**config.mk**
```make
export PLATFORM = sky130hd
export DESIGN_NAME = rca_core
export DESIGN_NICKNAME = d
export VERILOG_FILES = /design/src/shared/rca_pkg.sv /design/src/core/rca_core.sv /design/src/core/rca_alu.sv /design/src/core/rca_regfile.sv
export SDC_FILE = /design/constraint.sdc
export NUM_CORES = 1
export LEC_CHECK = 0
export BUFFER_PORTS_ARGS = -buffer_cell sky130_fd_sc_hd__buf_4
export CAP_MARGIN = 20
export CORE_MARGIN = 2
export CORE_UTILIZATION = 30
export DETAILED_ROUTE_END_ITERATION = 7
export PLACE_DENSITY_LB_ADDON = 0.08
export SETUP_SLACK_MARGIN = 0.5
export SLEW_MARGIN = 5
export SYNTH_ARGS = -nofsm -noshare
export SYNTH_HDL_FRONTEND = slang
export SYNTH_SLANG_ARGS = --single-unit
```
**constraint.sdc**
```tcl
create_clock -name ref_clk_i -period 6.1 [get_ports ref_clk_i]
set_clock_uncertainty 0.2 [all_clocks]
set_input_delay 0.305 -clock ref_clk_i [delete_from_list [all_inputs] [get_ports ref_clk_i]]
set_output_delay 0.305 -clock ref_clk_i [all_outputs]
set_load 0.01 [all_outputs]
```
**src/shared/rca_pkg.sv**
```systemverilog
// rca_pkg: shared constants and types for the core execution datapath
package rca_pkg;

  // ---------------------------------------------------------------
  // widths
  // ---------------------------------------------------------------
  localparam int RCA_DATA_W = 8;   // data word width
  localparam int RCA_INSTR_W = 12; // instruction word width
  localparam int RCA_PC_W = 9;     // program address width
  localparam int RCA_FADDR_W = 5;  // file register address width

  // ---------------------------------------------------------------
  // reset values
  // ---------------------------------------------------------------
  localparam logic [7:0] RCA_CFG_RST = 8'hFF;    // prescaler config after reset
  localparam logic [7:0] RCA_ACC_RST = 8'h00;    // accumulator after reset
  localparam logic [8:0] RCA_PC_RST = 9'h1FF;    // program counter after reset
  localparam logic [11:0] RCA_NOP_WORD = 12'h000; // pipeline bubble

  // ---------------------------------------------------------------
  // status flag positions
  // ---------------------------------------------------------------
  localparam int RCA_FLAG_CARRY = 0;  // carry / borrow bit
  localparam int RCA_FLAG_NIBBLE = 1; // nibble carry / digit borrow bit
  localparam int RCA_FLAG_ZERO = 2;   // zero result bit

  // ---------------------------------------------------------------
  // special register addresses in the data map
  // ---------------------------------------------------------------
  localparam logic [4:0] RCA_ADDR_INDIRECT = 5'h00; // indirect access port
  localparam logic [4:0] RCA_ADDR_PCL = 5'h02;      // program counter low byte
  localparam logic [4:0] RCA_ADDR_STATUS = 5'h03;   // status register
  localparam logic [4:0] RCA_ADDR_FSR = 5'h04;      // file select pointer

  // ---------------------------------------------------------------
  // alu operations
  // ---------------------------------------------------------------
  typedef enum logic [3:0] {
    RCA_OP_PASS_B = 4'h0,  // pass second operand
    RCA_OP_ADD = 4'h1,     // a + b
    RCA_OP_SUB = 4'h2,     // b - a
    RCA_OP_AND = 4'h3,     // a & b
    RCA_OP_OR = 4'h4,      // a | b
    RCA_OP_XOR = 4'h5,     // a ^ b
    RCA_OP_COM = 4'h6,     // ~b
    RCA_OP_INC = 4'h7,     // b + 1
    RCA_OP_DEC = 4'h8,     // b - 1
    RCA_OP_RLF = 4'h9,     // rotate left through carry
    RCA_OP_RRF = 4'hA,     // rotate right through carry
    RCA_OP_SWAP = 4'hB,    // swap nibbles
    RCA_OP_CLR = 4'hC      // zero
  } rca_alu_op_t;

  // ---------------------------------------------------------------
  // execute state machine
  // ---------------------------------------------------------------
  typedef enum logic [1:0] {
    RCA_ST_RUN = 2'b01,   // normal execute
    RCA_ST_FLUSH = 2'b10  // branch bubble
  } rca_state_t;

endpackage

```
**src/core/rca_core.sv**
```systemverilog
// rca_core: fetch/execute datapath of the 8-bit core
// Functional notes
// - separate program and data buses
// - opcodes are twelve bits
// - twelve-bit fetch, one word per cycle
// - two-stage overlapped fetch and execute
// - single-cycle instructions except branches and taken skips
// - special registers mapped into data space
// - eight-bit alu: add, sub, shift, logic
// - arithmetic is two's complement
// - two operands: accumulator plus file/immediate
// - single operand: accumulator or file
// - eight-bit accumulator, not address mapped
// - alu updates carry, nibble carry, zero
// - subtraction carries act as borrows
// - write-only eight-bit prescaler configuration
// - config-load copies accumulator to configuration
// - reset sets configuration to all ones
module rca_core
  import rca_pkg::*;
(
  // clock and reset
  input wire logic ref_clk_i,
  input wire logic arst_n_i,
  // program memory bus
  output logic [8:0] prog_addr_o,
  input wire logic [11:0] prog_data_i,
  // configuration and status
  output logic [7:0] presc_cfg_o,
  output logic [7:0] acc_o,
  output logic carry_flag_o,
  output logic nibble_carry_flag_o,
  output logic zero_flag_o,
  output logic branch_flush_o
);

  import rca_pkg::*;

  // ---------------------------------------------------------------
  // state
  // ---------------------------------------------------------------
  logic [8:0] pc_q;         // fetch address
  logic [8:0] pc_d;
  logic [11:0] ir_q;        // instruction in execute
  logic [11:0] ir_d;
  logic [7:0] acc_q;        // accumulator, no data address
  logic [7:0] presc_cfg_q;  // prescaler configuration
  logic [7:0] fsr_q;        // indirect pointer
  logic [2:0] flags_q;      // carry, nibble carry, zero
  logic [2:0] page_q;       // upper status bits
  logic [7:0] status_rd;    // status as read
  rca_state_t state_q;      // execute state
  rca_state_t state_d;

  // ---------------------------------------------------------------
  // decode
  // ---------------------------------------------------------------
  logic [4:0] f_field;      // file address field
  logic [4:0] f_addr;       // effective file address
  logic dest_file;          // result to file, else accumulator
  logic [7:0] lit;          // immediate byte
  logic [7:0] f_rd;         // file read value
  logic [7:0] rf_rd;        // general file read
  logic [7:0] opnd;         // second alu operand
  rca_alu_op_t alu_op;
  logic alu_en;             // alu result written back
  logic use_lit;            // immediate operand
  logic lit_to_acc;         // load literal form
  logic cfg_load;           // configuration load opcode
  logic skip_zero;          // bubble and refetch next if result zero
  logic bit_op;             // bit clear/set/test
  logic [1:0] bit_kind;
  logic [2:0] bit_sel;
  logic goto_op;
  logic call_op;
  logic ret_op;
  logic [7:0] alu_res;
  logic alu_c;
  logic alu_dc;
  logic alu_z;
  logic upd_c;
  logic upd_dc;
  logic upd_z;
  logic [7:0] bit_res;      // bit op result
  logic take_branch;        // taken branch or skip
  logic [8:0] branch_tgt;
  logic [8:0] stack_q [2];  // two-level return stack
  logic wr_en;              // file write
  logic [7:0] wr_data;
  logic exec_valid;         // execute slot holds real work

  assign f_field = ir_q[4:0];
  assign dest_file = ir_q[5];
  assign lit = ir_q[7:0];
  assign bit_sel = ir_q[7:5];
  assign exec_valid = (state_q == RCA_ST_RUN);

  // indirect access goes through the pointer
  assign f_addr = (f_field == RCA_ADDR_INDIRECT) ? fsr_q[4:0] : f_field;
  assign status_rd = {page_q, flags_q[RCA_FLAG_CARRY] ? 1'b0 : 1'b0, 1'b0, flags_q[RCA_FLAG_ZERO],
                      flags_q[RCA_FLAG_NIBBLE], flags_q[RCA_FLAG_CARRY]};

  // ---------------------------------------------------------------
  // data space read mux: special registers mapped with files
  // ---------------------------------------------------------------
  always_comb
  begin
    case (f_addr)
      RCA_ADDR_INDIRECT: f_rd = 8'h00;
      RCA_ADDR_PCL: f_rd = pc_q[7:0];
      RCA_ADDR_STATUS: f_rd = status_rd;
      RCA_ADDR_FSR: f_rd = fsr_q;
      default: f_rd = rf_rd;
    endcase
  end

  // ---------------------------------------------------------------
  // instruction decode of the twelve-bit word
  // ---------------------------------------------------------------
  always_comb
  begin
    alu_op = RCA_OP_PASS_B;
    alu_en = 1'b0;
    use_lit = 1'b0;
    lit_to_acc = 1'b0;
    cfg_load = 1'b0;
    skip_zero = 1'b0;
    bit_op = 1'b0;
    bit_kind = ir_q[9:8];
    goto_op = 1'b0;
    call_op = 1'b0;
    ret_op = 1'b0;
    casez (ir_q)
      12'b0000_0000_0010: cfg_load = 1'b1;
      12'b0000_001?_????: alu_op = RCA_OP_PASS_B; // move acc to file, touches no flag
      12'b0000_01??_????:
      begin
        alu_op = RCA_OP_CLR;
        alu_en = 1'b1;
      end
      12'b0000_10??_????:
      begin
        alu_op = RCA_OP_SUB;
        alu_en = 1'b1;
      end
      12'b0000_11??_????:
      begin
        alu_op = RCA_OP_DEC;
        alu_en = 1'b1;
      end
      12'b0001_00??_????:
      begin
        alu_op = RCA_OP_OR;
        alu_en = 1'b1;
      end
      12'b0001_01??_????:
      begin
        alu_op = RCA_OP_AND;
        alu_en = 1'b1;
      end
      12'b0001_10??_????:
      begin
        alu_op = RCA_OP_XOR;
        alu_en = 1'b1;
      end
      12'b0001_11??_????:
      begin
        alu_op = RCA_OP_ADD;
        alu_en = 1'b1;
      end
      12'b0010_00??_????: alu_en = 1'b1; // move file
      12'b0010_01??_????:
      begin
        alu_op = RCA_OP_COM;
        alu_en = 1'b1;
      end
      12'b0010_10??_????:
      begin
        alu_op = RCA_OP_INC;
        alu_en = 1'b1;
      end
      12'b0010_11??_????:
      begin
        alu_op = RCA_OP_DEC;
        alu_en = 1'b1;
        skip_zero = 1'b1;
      end
      12'b0011_00??_????:
      begin
        alu_op = RCA_OP_RRF;
        alu_en = 1'b1;
      end
      12'b0011_01??_????:
      begin
        alu_op = RCA_OP_RLF;
        alu_en = 1'b1;
      end
      12'b0011_10??_????:
      begin
        alu_op = RCA_OP_SWAP;
        alu_en = 1'b1;
      end
      12'b0011_11??_????:
      begin
        alu_op = RCA_OP_INC;
        alu_en = 1'b1;
        skip_zero = 1'b1;
      end
      12'b01??_????_????: bit_op = 1'b1;
      12'b1000_????_????:
      begin
        ret_op = 1'b1; // return with literal
        lit_to_acc = 1'b1;
      end
      12'b1001_????_????: call_op = 1'b1;
      12'b101?_????_????: goto_op = 1'b1;
      12'b1100_????_????: lit_to_acc = 1'b1;
      12'b1101_????_????:
      begin
        alu_op = RCA_OP_OR;
        use_lit = 1'b1;
        lit_to_acc = 1'b1;
      end
      12'b1110_????_????:
      begin
        alu_op = RCA_OP_AND;
        use_lit = 1'b1;
        lit_to_acc = 1'b1;
      end
      12'b1111_????_????:
      begin
        alu_op = RCA_OP_XOR;
        use_lit = 1'b1;
        lit_to_acc = 1'b1;
      end
      default: alu_op = RCA_OP_PASS_B;
    endcase
  end

  // second operand: immediate or file register
  assign opnd = use_lit ? lit : f_rd;

  // ---------------------------------------------------------------
  // alu and file registers
  // ---------------------------------------------------------------
  rca_alu u_alu (
    .acc_i(acc_q),
    .opnd_i(opnd),
    .carry_i(flags_q[RCA_FLAG_CARRY]),
    .op_i(alu_op),
    .res_o(alu_res),
    .carry_o(alu_c),
    .nibble_o(alu_dc),
    .zero_o(alu_z),
    .carry_upd_o(upd_c),
    .nibble_upd_o(upd_dc),
    .zero_upd_o(upd_z)
  );

  // move acc to file passes the accumulator, bit set/clear the bit result, other ops the alu result
  assign wr_data = (ir_q[11:5] == 7'b0000_001) ? acc_q : (bit_op ? bit_res : alu_res);
  assign bit_res = (bit_kind == 2'b00) ? (f_rd & ~(8'h01 << bit_sel)) : (f_rd | (8'h01 << bit_sel));
  assign wr_en = exec_valid && (((alu_en && dest_file) || (ir_q[11:5] == 7'b0000_001))
                 || (bit_op && !bit_kind[1])) && (f_addr > RCA_ADDR_FSR);

  rca_regfile u_rf (
    .ref_clk_i(ref_clk_i),
    .arst_n_i(arst_n_i),
    .we_i(wr_en),
    .waddr_i(f_addr),
    .wdata_i(wr_data),
    .raddr_i(f_addr),
    .rdata_o(rf_rd)
  );

  // ---------------------------------------------------------------
  // branch resolution
  // ---------------------------------------------------------------
  always_comb
  begin
    take_branch = 1'b0;
    branch_tgt = pc_q;
    if (exec_valid)
    begin
      if (goto_op)
      begin
        take_branch = 1'b1;
        branch_tgt = ir_q[8:0];
      end
      else if (call_op)
      begin
        take_branch = 1'b1;
        branch_tgt = {1'b0, ir_q[7:0]};
      end
      else if (ret_op)
      begin
        take_branch = 1'b1;
        branch_tgt = stack_q[0];
      end
      else if (skip_zero && alu_z)
        take_branch = 1'b1; // skip costs the bubble too
      else if (bit_op && bit_kind[1] && (f_rd[bit_sel] == bit_kind[0]))
        take_branch = 1'b1;
      else if (wr_en_special(RCA_ADDR_PCL))
      begin
        take_branch = 1'b1; // any write to the pc low byte jumps, unless a zero-result skip is taken first
        branch_tgt = {1'b0, wr_data};
      end
    end
  end

  // ---------------------------------------------------------------
  // fetch: one word per cycle on its own bus
  // ---------------------------------------------------------------
  always_comb
  begin
    pc_d = pc_q + 9'h001;
    ir_d = prog_data_i;
    state_d = RCA_ST_RUN;
    if (take_branch)
    begin
      pc_d = branch_tgt;
      ir_d = RCA_NOP_WORD;
      state_d = RCA_ST_FLUSH;
    end
  end

  assign prog_addr_o = pc_q;

  always_ff @(posedge ref_clk_i or negedge arst_n_i)
  begin
    if (!arst_n_i)
    begin
      pc_q <= RCA_PC_RST;
      ir_q <= RCA_NOP_WORD;
      state_q <= RCA_ST_RUN;
    end
    else
    begin
      pc_q <= pc_d;
      ir_q <= ir_d;
      state_q <= state_d;
    end
  end

  // return stack
  always_ff @(posedge ref_clk_i or negedge arst_n_i)
  begin
    if (!arst_n_i)
    begin
      stack_q[0] <= RCA_PC_RST;
      stack_q[1] <= RCA_PC_RST;
    end
    else if (exec_valid && call_op)
    begin
      stack_q[0] <= pc_q;
      stack_q[1] <= stack_q[0];
    end
    else if (exec_valid && ret_op)
      stack_q[0] <= stack_q[1];
  end

  // ---------------------------------------------------------------
  // accumulator
  // ---------------------------------------------------------------
  always_ff @(posedge ref_clk_i or negedge arst_n_i)
  begin
    if (!arst_n_i)
      acc_q <= RCA_ACC_RST;
    else if (exec_valid && lit_to_acc)
      acc_q <= use_lit ? alu_res : lit;
    else if (exec_valid && alu_en && !dest_file && (ir_q[11:5] != 7'b0000_001))
      acc_q <= alu_res;
  end

  // ---------------------------------------------------------------
  // status flags and special registers
  // ---------------------------------------------------------------
  always_ff @(posedge ref_clk_i or negedge arst_n_i)
  begin
    if (!arst_n_i)
    begin
      flags_q <= 3'h0;
      page_q <= 3'h0;
    end
    else if (exec_valid)
    begin
      if (upd_c && (alu_en || use_lit))
        flags_q[RCA_FLAG_CARRY] <= alu_c;
      if (upd_dc && alu_en)
        flags_q[RCA_FLAG_NIBBLE] <= alu_dc;
      if (upd_z && (alu_en || use_lit) && !skip_zero)
        flags_q[RCA_FLAG_ZERO] <= alu_z;
      if (wr_en_special(RCA_ADDR_STATUS))
        page_q <= wr_data[7:5];
    end
  end

  // true when this cycle writes the given special address
  function automatic logic wr_en_special(input logic [4:0] a);
    wr_en_special = exec_valid && (f_addr == a) &&
                    ((alu_en && dest_file) || (ir_q[11:5] == 7'b0000_001) || (bit_op && !bit_kind[1]));
  endfunction

  always_ff @(posedge ref_clk_i or negedge arst_n_i)
  begin
    if (!arst_n_i)
      fsr_q <= 8'h00;
    else if (wr_en_special(RCA_ADDR_FSR))
      fsr_q <= wr_data;
  end

  // ---------------------------------------------------------------
  // prescaler configuration, loaded only from the accumulator
  // ---------------------------------------------------------------
  always_ff @(posedge ref_clk_i or negedge arst_n_i)
  begin
    if (!arst_n_i)
      presc_cfg_q <= RCA_CFG_RST;
    else if (exec_valid && cfg_load)
      presc_cfg_q <= acc_q;
  end

  // outputs
  assign presc_cfg_o = presc_cfg_q;
  assign acc_o = acc_q;
  assign carry_flag_o = flags_q[RCA_FLAG_CARRY];
  assign nibble_carry_flag_o = flags_q[RCA_FLAG_NIBBLE];
  assign zero_flag_o = flags_q[RCA_FLAG_ZERO];
  assign branch_flush_o = (state_q == RCA_ST_FLUSH);

endmodule

```
**src/core/rca_alu.sv**
```systemverilog
// rca_alu: 8-bit combinational alu with carry, nibble carry and zero
module rca_alu
  import rca_pkg::*;
(
  // operands
  input wire logic [7:0] acc_i,
  input wire logic [7:0] opnd_i,
  input wire logic carry_i,
  input wire rca_pkg::rca_alu_op_t op_i,
  // results
  output logic [7:0] res_o,
  output logic carry_o,
  output logic nibble_o,
  output logic zero_o,
  output logic carry_upd_o,
  output logic nibble_upd_o,
  output logic zero_upd_o
);

  // 9-bit sum a + b + cin, two's complement
  function automatic logic [8:0] add9(input logic [7:0] a, input logic [7:0] b, input logic cin);
    add9 = {1'b0, a} + {1'b0, b} + {8'h00, cin};
  endfunction

  // low nibble sum carry-out
  function automatic logic nib_c(input logic [7:0] a, input logic [7:0] b, input logic cin);
    logic [4:0] s;
    s = {1'b0, a[3:0]} + {1'b0, b[3:0]} + {4'h0, cin};
    nib_c = s[4];
  endfunction

  // ---------------------------------------------------------------
  // operation select
  // ---------------------------------------------------------------
  always_comb
  begin
    logic [8:0] s;
    s = 9'h000;
    res_o = 8'h00;
    carry_o = carry_i;
    nibble_o = 1'b0;
    carry_upd_o = 1'b0;
    nibble_upd_o = 1'b0;
    zero_upd_o = 1'b0;
    case (op_i)
      RCA_OP_PASS_B:
      begin
        res_o = opnd_i;
        zero_upd_o = 1'b1;
      end
      RCA_OP_ADD:
      begin
        s = add9(acc_i, opnd_i, 1'b0);
        res_o = s[7:0];
        carry_o = s[8];
        nibble_o = nib_c(acc_i, opnd_i, 1'b0);
        {carry_upd_o, nibble_upd_o, zero_upd_o} = 3'h7;
      end
      RCA_OP_SUB:
      begin
        // b + ~a + 1: carry set means no borrow
        s = add9(opnd_i, ~acc_i, 1'b1);
        res_o = s[7:0];
        carry_o = s[8];
        nibble_o = nib_c(opnd_i, ~acc_i, 1'b1);
        {carry_upd_o, nibble_upd_o, zero_upd_o} = 3'h7;
      end
      RCA_OP_AND:
      begin
        res_o = acc_i & opnd_i;
        zero_upd_o = 1'b1;
      end
      RCA_OP_OR:
      begin
        res_o = acc_i | opnd_i;
        zero_upd_o = 1'b1;
      end
      RCA_OP_XOR:
      begin
        res_o = acc_i ^ opnd_i;
        zero_upd_o = 1'b1;
      end
      RCA_OP_COM:
      begin
        res_o = ~opnd_i;
        zero_upd_o = 1'b1;
      end
      RCA_OP_INC:
      begin
        res_o = opnd_i + 8'h01;
        zero_upd_o = 1'b1;
      end
      RCA_OP_DEC:
      begin
        res_o = opnd_i - 8'h01;
        zero_upd_o = 1'b1;
      end
      RCA_OP_RLF:
      begin
        res_o = {opnd_i[6:0], carry_i};
        carry_o = opnd_i[7];
        carry_upd_o = 1'b1;
      end
      RCA_OP_RRF:
      begin
        res_o = {carry_i, opnd_i[7:1]};
        carry_o = opnd_i[0];
        carry_upd_o = 1'b1;
      end
      RCA_OP_SWAP: res_o = {opnd_i[3:0], opnd_i[7:4]};
      RCA_OP_CLR:
      begin
        res_o = 8'h00;
        zero_upd_o = 1'b1;
      end
      default: res_o = opnd_i;
    endcase
  end

  // zero flag follows the result
  assign zero_o = (res_o == 8'h00);

endmodule

```
**src/core/rca_regfile.sv**
```systemverilog
// rca_regfile: general purpose file registers, one write port and one read port
module rca_regfile
  import rca_pkg::*;
(
  // clock and reset
  input wire logic ref_clk_i,
  input wire logic arst_n_i,
  // write port
  input wire logic we_i,
  input wire logic [4:0] waddr_i,
  input wire logic [7:0] wdata_i,
  // read port
  input wire logic [4:0] raddr_i,
  output logic [7:0] rdata_o
);

  // storage array, 32 words
  logic [7:0] mem_q [32];

  // ---------------------------------------------------------------
  // write
  // ---------------------------------------------------------------
  always_ff @(posedge ref_clk_i or negedge arst_n_i)
  begin
    if (!arst_n_i)
    begin
      for (int i = 0; i < 32; i++)
        mem_q[i] <= 8'h00;
    end
    else if (we_i)
      mem_q[waddr_i] <= wdata_i;
  end

  // asynchronous read
  assign rdata_o = mem_q[raddr_i];

endmodule

```
==> results of run 1 <==
-- synthesized netlist by cell type, types with 20 or more instances --
cell type | number | area share, %
ha_1 | 32 | 2.2
mux2i_1 | 26 | 1.5
o21ai_1 | 21 | 0.59
mux2_2 | 72 | 4.5
dfstp_2 | 36 | 5.3
a21oi_1 | 65 | 1.8
o211ai_1 | 20 | 0.84
inv_1 | 40 | 0.84
and3_1 | 26 | 0.91
nor3_1 | 40 | 1.1
buf_2 | 33 | 0.92
nand3_1 | 23 | 0.64
clkbuf_1 | 124 | 2.6
nand2b_1 | 21 | 0.73
nor2_1 | 70 | 1.5
a221oi_1 | 71 | 3.5
a22oi_1 | 21 | 0.88
o21ai_0 | 232 | 6.5
nor2b_1 | 66 | 2.3
nand2_1 | 336 | 7.0
a31oi_1 | 26 | 0.91
dfrtp_1 | 286 | 40
-- where the power goes --
part | switching (mW) | internal (mW)
Combinational | 5.83 | 5.12
Sequential | 0.526 | 2.84
Clock | 1.05 | 1.60
Total | 7.41 | 9.55
-- final timing paths --
kind,end,slack (ps),cells past startpoint
max,prog_addr_o[3]$_DFFE_PN1P_,-310,31
min,u_rf.mem_q[240]$_DFFE_PN0P_,130,2
max reg2reg,prog_addr_o[3]$_DFFE_PN1P_,-310,31
min reg2reg,u_rf.mem_q[252]$_DFFE_PN0P_,170,0
max in group asynchronous,u_rf.mem_q[59]$_DFFE_PN0P_,4020,3
min in group ref_clk_i,u_rf.mem_q[252]$_DFFE_PN0P_,170,0
-- worst reg2reg max path, delay by kind of cell (launching register included) --
kind	cells	cell delay (ps)
flip-flops	1	400
AO/OA/AOI/OAI	12	2570
XOR/XNOR	1	120
buffers and inverters	12	1770
AND/OR/NAND/NOR	5	990
adder cells (fa/ha/maj)	1	300
-- stage by stage --
stage / total power [mW] / area [sq um] / util, % / TNS, ps / hold WS (ps)
CTS: 15.2 / 24000 / 40.6 / -12540 / 139
finish: 17.0 / 25400 / 43.0 / -16360 / 128
global placement: 11.6 / 21400 / 36.2 / -119310 / 159
floorplan: 7.23 / 18100 / - / 0 / -191
detailed placement: 11.6 / 21400 / 36.2 / -115990 / 159
global route: 17.8 / 25400 / 43.0 / -41190 / 183
-- flip-flops by register name, summed over array words and instances, names as in the netlist --
| register | flops |
|---|---|
| acc_o | 8 |
| fsr_q | 8 |
| ir_q | 12 |
| u_rf.mem_q | 251 |
| state_q | 2 |
| stack_q | 18 |
| page_q | 3 |
| presc_cfg_o | 8 |
| flags_q | 3 |
| prog_addr_o | 9 |
-- cells in the final DEF (no fill, tap or decap), drive strengths merged, types with 13 or more instances in the layout --
master,n
a21oi,66
a211oi,18
o211ai,20
o22ai,13
nor3,43
dfstp,36
nand2,336
ha,32
a22oi,21
and3,26
clkbuf,67
dlygate4sd3,13
nand3,23
nor2b,66
nand2b,21
inv,43
a221oi,72
dfrtp,286
nor2,71
a31oi,26
o21ai,253
buf,444
mux2,75
mux2i,26
o31ai,13
-- routing by layer --
| metal | part of all wire, % | wire length [microns] |
|---|---|---|
| met2 | 50 | 38000 |
| met1 | 44 | 33600 |
| met5 | 0 | 0 |
| met3 | 3.7 | 2820 |
| met4 | 2.8 | 2110 |
-- final cells by class --
cell class | count | area, sq um
flip-flops and latches | 322 | 8100
well taps | 773 | 967
repair buffers | 466 | 4440
fillers | 5826 | 33600
inverters | 43 | 161
clock inverters | 16 | 251
clock buffers | 60 | 1240
multi-input cells | 1400 | 10200
-- repair_timing --
action                     4_1_cts  5_1_grt
hold endpoints to repair        98        0
gates resized for setup        115      224
setup endpoints to repair      257      228
setup buffers                   27       38
hold buffers                    13        0
cloned                           4       13
pin swaps                       50      108
-- cell families after synthesis --
group	Yosys count	share of synthesized area, %
AO/OA/AOI/OAI	603	22.4
XOR/XNOR	6	0.293
adder cells (fa/ha/maj)	37	2.68
buffers and inverters	222	5.43
flip-flops	322	45.2
multiplexers	107	6.94
AND/OR/NAND/NOR	646	17.1
==> impl_metrics.tcl, run 1 <==
set metrics [dict create \
    global_route.usage.met1_pct 31.1 \
    async_flop_share_pct 100 \
    tritoncts "yes" \
    via_per_inst 5.39 \
    worstSetupStartpointType "flop" \
    wire_length_of_the_first_global_routing_pass_microns 111000 \
    drt_first_iter_violations 1126 \
    cts_root_buffer "clkbuf_16" \
    hold_viol_final 0 \
    synth-edff-count 0 \
    globalRouteMet2Util_pct 41.9 \
    worst_slew_pin_slew_ps 1190 \
    chipWidth_microns 248 \
    netlist_area_sq_um 17900 \
    grt_setup_unrepaired "true" \
    postRouteAntennaNets 0 \
    slew_headroom_pct 20.8 \
    dp_slack_ps -1230 \
    ys_types 97 \
    setup-violations-final 84 \
    final_standard_cell_count_with_taps_included_and_fillers_excluded 3080 \
    fp-row-count 89 \
    dp.cells 2909 \
    critical_path_required_ps 6420 \
    drv_cap 0 \
    initial_antenna_violation_count 0 \
    drt_pass1_iterations 7 \
    n_antenna_cell 0 \
    timing.critical_path.max_delay_family "compound AO/OA/AOI/OAI gates" \
    startpoint "ir_q[4]$_DFF_PN0_" \
    timing.setup.critical_path_class "flop to flop" \
    min_period_over_period_pct 105 \
    route.detailed.wl_per_inst_microns 24.9 \
    detail_route.wirelength_microns 76600 \
    arrival_ps 6730 \
    violations "setup timing" \
    placement.io_buffers 42 \
    postSynthRegisterBits 322 \
    power.ir.vdd_worst_mv 0.475 \
    global_route.usage.total_pct 24.0 \
    syn-num-nets 1992 \
    synthFlopType "dfrtp_1" \
    count_of_nets_after_finishing 2324 \
    place_hpwl_microns 51500 \
    synth_sequential_area_ratio_pct 45.2 \
    coreArea_sq_um 59000 \
    final_layout_size_suffix_gt1_share_pct 37.9 \
    syn_to_final_growth_pct 41.7 \
    timing.final.ws_setup_ps -308 \
    critPathMaxFanout 18 \
    cts_max_path_buffers 3 \
    slew_viol_final 0 \
    grt_pass1_vias 16838 \
    worst_setup_path_end_kind "flop" \
    dieArea_sq_um 61700 \
    power-per-cell-area_nw_per_um2 668 \
    global_route.overflow_total 0 \
    grt_busiest_layer "met2" \
    outcome "finished with violations" \
    htreeDepth 2 \
    clk_latency_ps 600 \
    top_level_ports 43 \
    floorplan.initialDensity_pct 30.4 \
    hold_path_class "input port to asynchronous set/reset pin" \
    use_met3_pct 2.63 \
    clkSlewWorstSetupHoldPaths_ps 60 \
    achievable-frequency_mhz 156 \
    timing.rr.start "ir_q[4]$_DFF_PN0_" \
    post_synth_inst_count 1943 \
    timing.critical_path.buf_inv 12 \
    critPathMostFrequentCell "buf_4" \
    crit_path_max_incr_delay_ps 400 \
    period_minus_slack_ps 6410 \
    gp_congestion 0.938 \
    clock_sink_count 322 \
    numCtsBuffers 42 \
    die_height_microns 248 \
    syn-mean-instance-area_sq_um 9.22 \
    critical-path-slowest-cell "dfrtp_1" \
    ys.warnings.count 0 \
    grt_max_degree 164 \
    p_leak_nw 11.2 \
    via_count 16594 \
    drt_drc_violations_left 0 \
]
Power figures use the tool's default switching activity.
==> inputs of run 2 (changes only) <==
--- a/config.mk
+++ b/config.mk
@@ -10,6 +10,7 @@
 export CORE_MARGIN = 2
 export CORE_UTILIZATION = 30
 export DETAILED_ROUTE_END_ITERATION = 7
+export MAX_ROUTING_LAYER = met4
 export PLACE_DENSITY_LB_ADDON = 0.08
 export SETUP_SLACK_MARGIN = 0.5
 export SLEW_MARGIN = 5
==> run 2 against run 1 <==
Routed wire length up 0.86%; non-clock buffer count up 7; maximum frequency down 2.0%; the flow still finishes with violations (setup timing); first-iteration DRC count down 4.1%; global-route usage up 0.97 points; clock-buffer cell count up 2; critical endpoint is now prog_addr_o[8]$_DFFE_PN1P_; flip-flop and latch count unchanged; combinational power about the same; sequential share of layout area about the same; final area about the same; critical path type unchanged; via count up 0.13%.
==> impl_metrics.tcl, run 2 (same netlist as run 1, synthesis figures left out) <==
set metrics [dict create \
    outcome "finished with violations" \
    violations "setup timing" \
    fp-row-count 89 \
    area.sequential_sq_um 8110 \
    final_common_cell "buf_4" \
    critPathMaxFanout 8 \
    drt_drc_violations_left 0 \
    timing.setup.critical_path_class "flop to flop" \
    syn_to_final_growth_pct 41.7 \
    grt_pass1_vias 16805 \
    startpoint "ir_q[4]$_DFF_PN0_" \
    initial_antenna_violation_count 3 \
    achievable-frequency_mhz 153 \
    place_hpwl_microns 51500 \
    detail_route.wirelength_microns 77200 \
    critical_path_required_ps 6430 \
    drt_pass1_iterations 6 \
    via_per_inst 5.38 \
    top_level_ports 43 \
    worst_setup_path_end_kind "flop" \
    setup-violations-final 138 \
    cts_root_buffer "clkbuf_16" \
    tritoncts "yes" \
    drv_cap 0 \
    postRouteAntennaNets 0 \
    chipWidth_microns 248 \
    fillerInstances 5781 \
    largest_registers "u_rf.mem_q x251, stack_q x18, ir_q x12" \
    hold_path_class "input port to asynchronous set/reset pin" \
    timing.rr.start "ir_q[4]$_DFF_PN0_" \
    critical-path-slowest-cell "dfrtp_2" \
    global_route.usage.total_pct 25.0 \
    clkSlewWorstSetupHoldPaths_ps 60 \
    timing.final.ws_setup_ps -437 \
    largest_register_ffs 251 \
    placement.io_buffers 42 \
    min_period_over_period_pct 107 \
    route.detailed.wl_per_inst_microns 25.0 \
    wire_length_of_the_first_global_routing_pass_microns 112000 \
    dp.cells 2896 \
    arrival_ps 6870 \
    power.ir.vdd_worst_mv 0.358 \
    crit_path_max_incr_delay_ps 440 \
    drt_first_iter_violations 1080 \
    grt_max_degree 135 \
    clk_latency_ps 600 \
    grt_setup_unrepaired "true" \
    numCtsBuffers 42 \
    final_layout_size_suffix_gt1_share_pct 37.8 \
    htreeDepth 2 \
    global_route.overflow_total 0 \
    cts_max_path_buffers 3 \
    period_minus_slack_ps 6540 \
    hold_viol_final 0 \
    final_cell_mix "buf_4, nand2_1, dfrtp_1" \
    slew_headroom_pct 30.0 \
    gp_congestion 0.949 \
    finalSetupTns_ps -25000 \
    die_height_microns 248 \
    hold-worst-slack_ps 116 \
    dieArea_sq_um 61700 \
    regMostFlops "u_rf.mem_q" \
    p_leak_nw 11.2 \
    clock_sink_count 322 \
    via_count 16615 \
    count_of_nets_after_finishing 2330 \
    final_standard_cell_count_with_taps_included_and_fillers_excluded 3091 \
    worstSetupStartpointType "flop" \
    slew_viol_final 0 \
    floorplan.initialDensity_pct 30.4 \
    worst_slew_pin_slew_ps 1050 \
    multi_input_logic_area_sq_um 10100 \
    power-per-cell-area_nw_per_um2 669 \
    coreArea_sq_um 59000 \
]
==> run 2: changes by cell type in the layout (fill, tap and decap cells not counted), moves of 6 or more <==
| cell | previous run | this run |
|---|---|---|
| o21ai_0 | 172 | 162 |
| a221oi_2 | 24 | 13 |
| buf_12 | 40 | 34 |
| buf_4 | 361 | 351 |
| o21ai_1 | 36 | 48 |
| a221oi_1 | 44 | 57 |
| buf_6 | 34 | 50 |
| and3_4 | 9 | 15 |
==> run 2: cell type report <==
type | instances | share of cell area (%)
antenna | 3 | 0.0296
clock buffer | 62 | 5.08
clock inverter | 16 | 0.591
inverter | 43 | 0.636
multi-input combinational | 1399 | 39.8
sequential | 322 | 31.9
tap | 773 | 3.81
timing repair buffer | 473 | 18.1
==> run 2: routing by layer <==
metal / part of all wire [%] / track usage, % / vias to the layer above
li1: - / - / 7759
met1: 43 / 31.5 / 8337
met2: 50 / 42.6 / 403
met3: 3.9 / 2.68 / 116
met4: 2.6 / 6.46 / 0
met5: 0 / - / -
==> run 2: final timing paths <==
kind / to / slack [ps] / cells past startpoint
setup / recovery: prog_addr_o[8]$_DFFE_PN1P_ / -440 / 31
hold / removal: u_rf.mem_q[143]$_DFFE_PN0P_ / 120 / 2
setup reg to reg: prog_addr_o[8]$_DFFE_PN1P_ / -440 / 31
hold reg to reg: u_rf.mem_q[239]$_DFFE_PN0P_ / 170 / 0
max in group asynchronous: ir_q[4]$_DFF_PN0_ / 4280 / 3
min in group ref_clk_i: u_rf.mem_q[239]$_DFFE_PN0P_ / 170 / 0
==> run 2: worst max-delay path: cells and delay by family (launching register included) <==
| kind | cells | cell delay (ps) |
|---|---|---|
| and+or+nand+nor | 7 | 990 |
| buffers and inverters | 8 | 1240 |
| muxes | 2 | 350 |
| AOI/OAI and AO/OA | 12 | 2870 |
| adders and majority gates | 1 | 270 |
| DFF | 1 | 440 |
| xor gates and xnor gates | 1 | 70 |
==> run 2: per-stage QoR <==
step / instance area [sq um] / util, % / power (mW) / worst slack [ps]
2_1_floorplan: 18100 / - / 7.23 / 400
3_5_place_dp: 21300 / 36.1 / 11.5 / -1110
5_1_grt: 25400 / 43.0 / 17.9 / -590
6_report: 25400 / 43.0 / 17.0 / -437
4_1_cts: 24200 / 41.0 / 15.3 / -326
3_3_place_gp: 21300 / 36.1 / 11.5 / -1040
==> run 2: what timing repair did <==
| action | in CTS | in global routing |
|---|---|---|
| hold buffers | 13 | 0 |
| gates resized for setup | 144 | 206 |
| pin swaps | 50 | 114 |
| endpoints found under the setup margin | 228 | 257 |
| hold endpoints to repair | 92 | 0 |
| setup buffers | 59 | 25 |
| gates cloned | 5 | 12 |
==> run 2: power breakdown <==
group          leakage [nW]  internal [mW]  switching, mW
Sequential             4.26           2.84          0.508
Combinational          6.19           5.19           5.89
Clock                 0.714           1.52           1.05
Total                  11.2           9.54           7.45
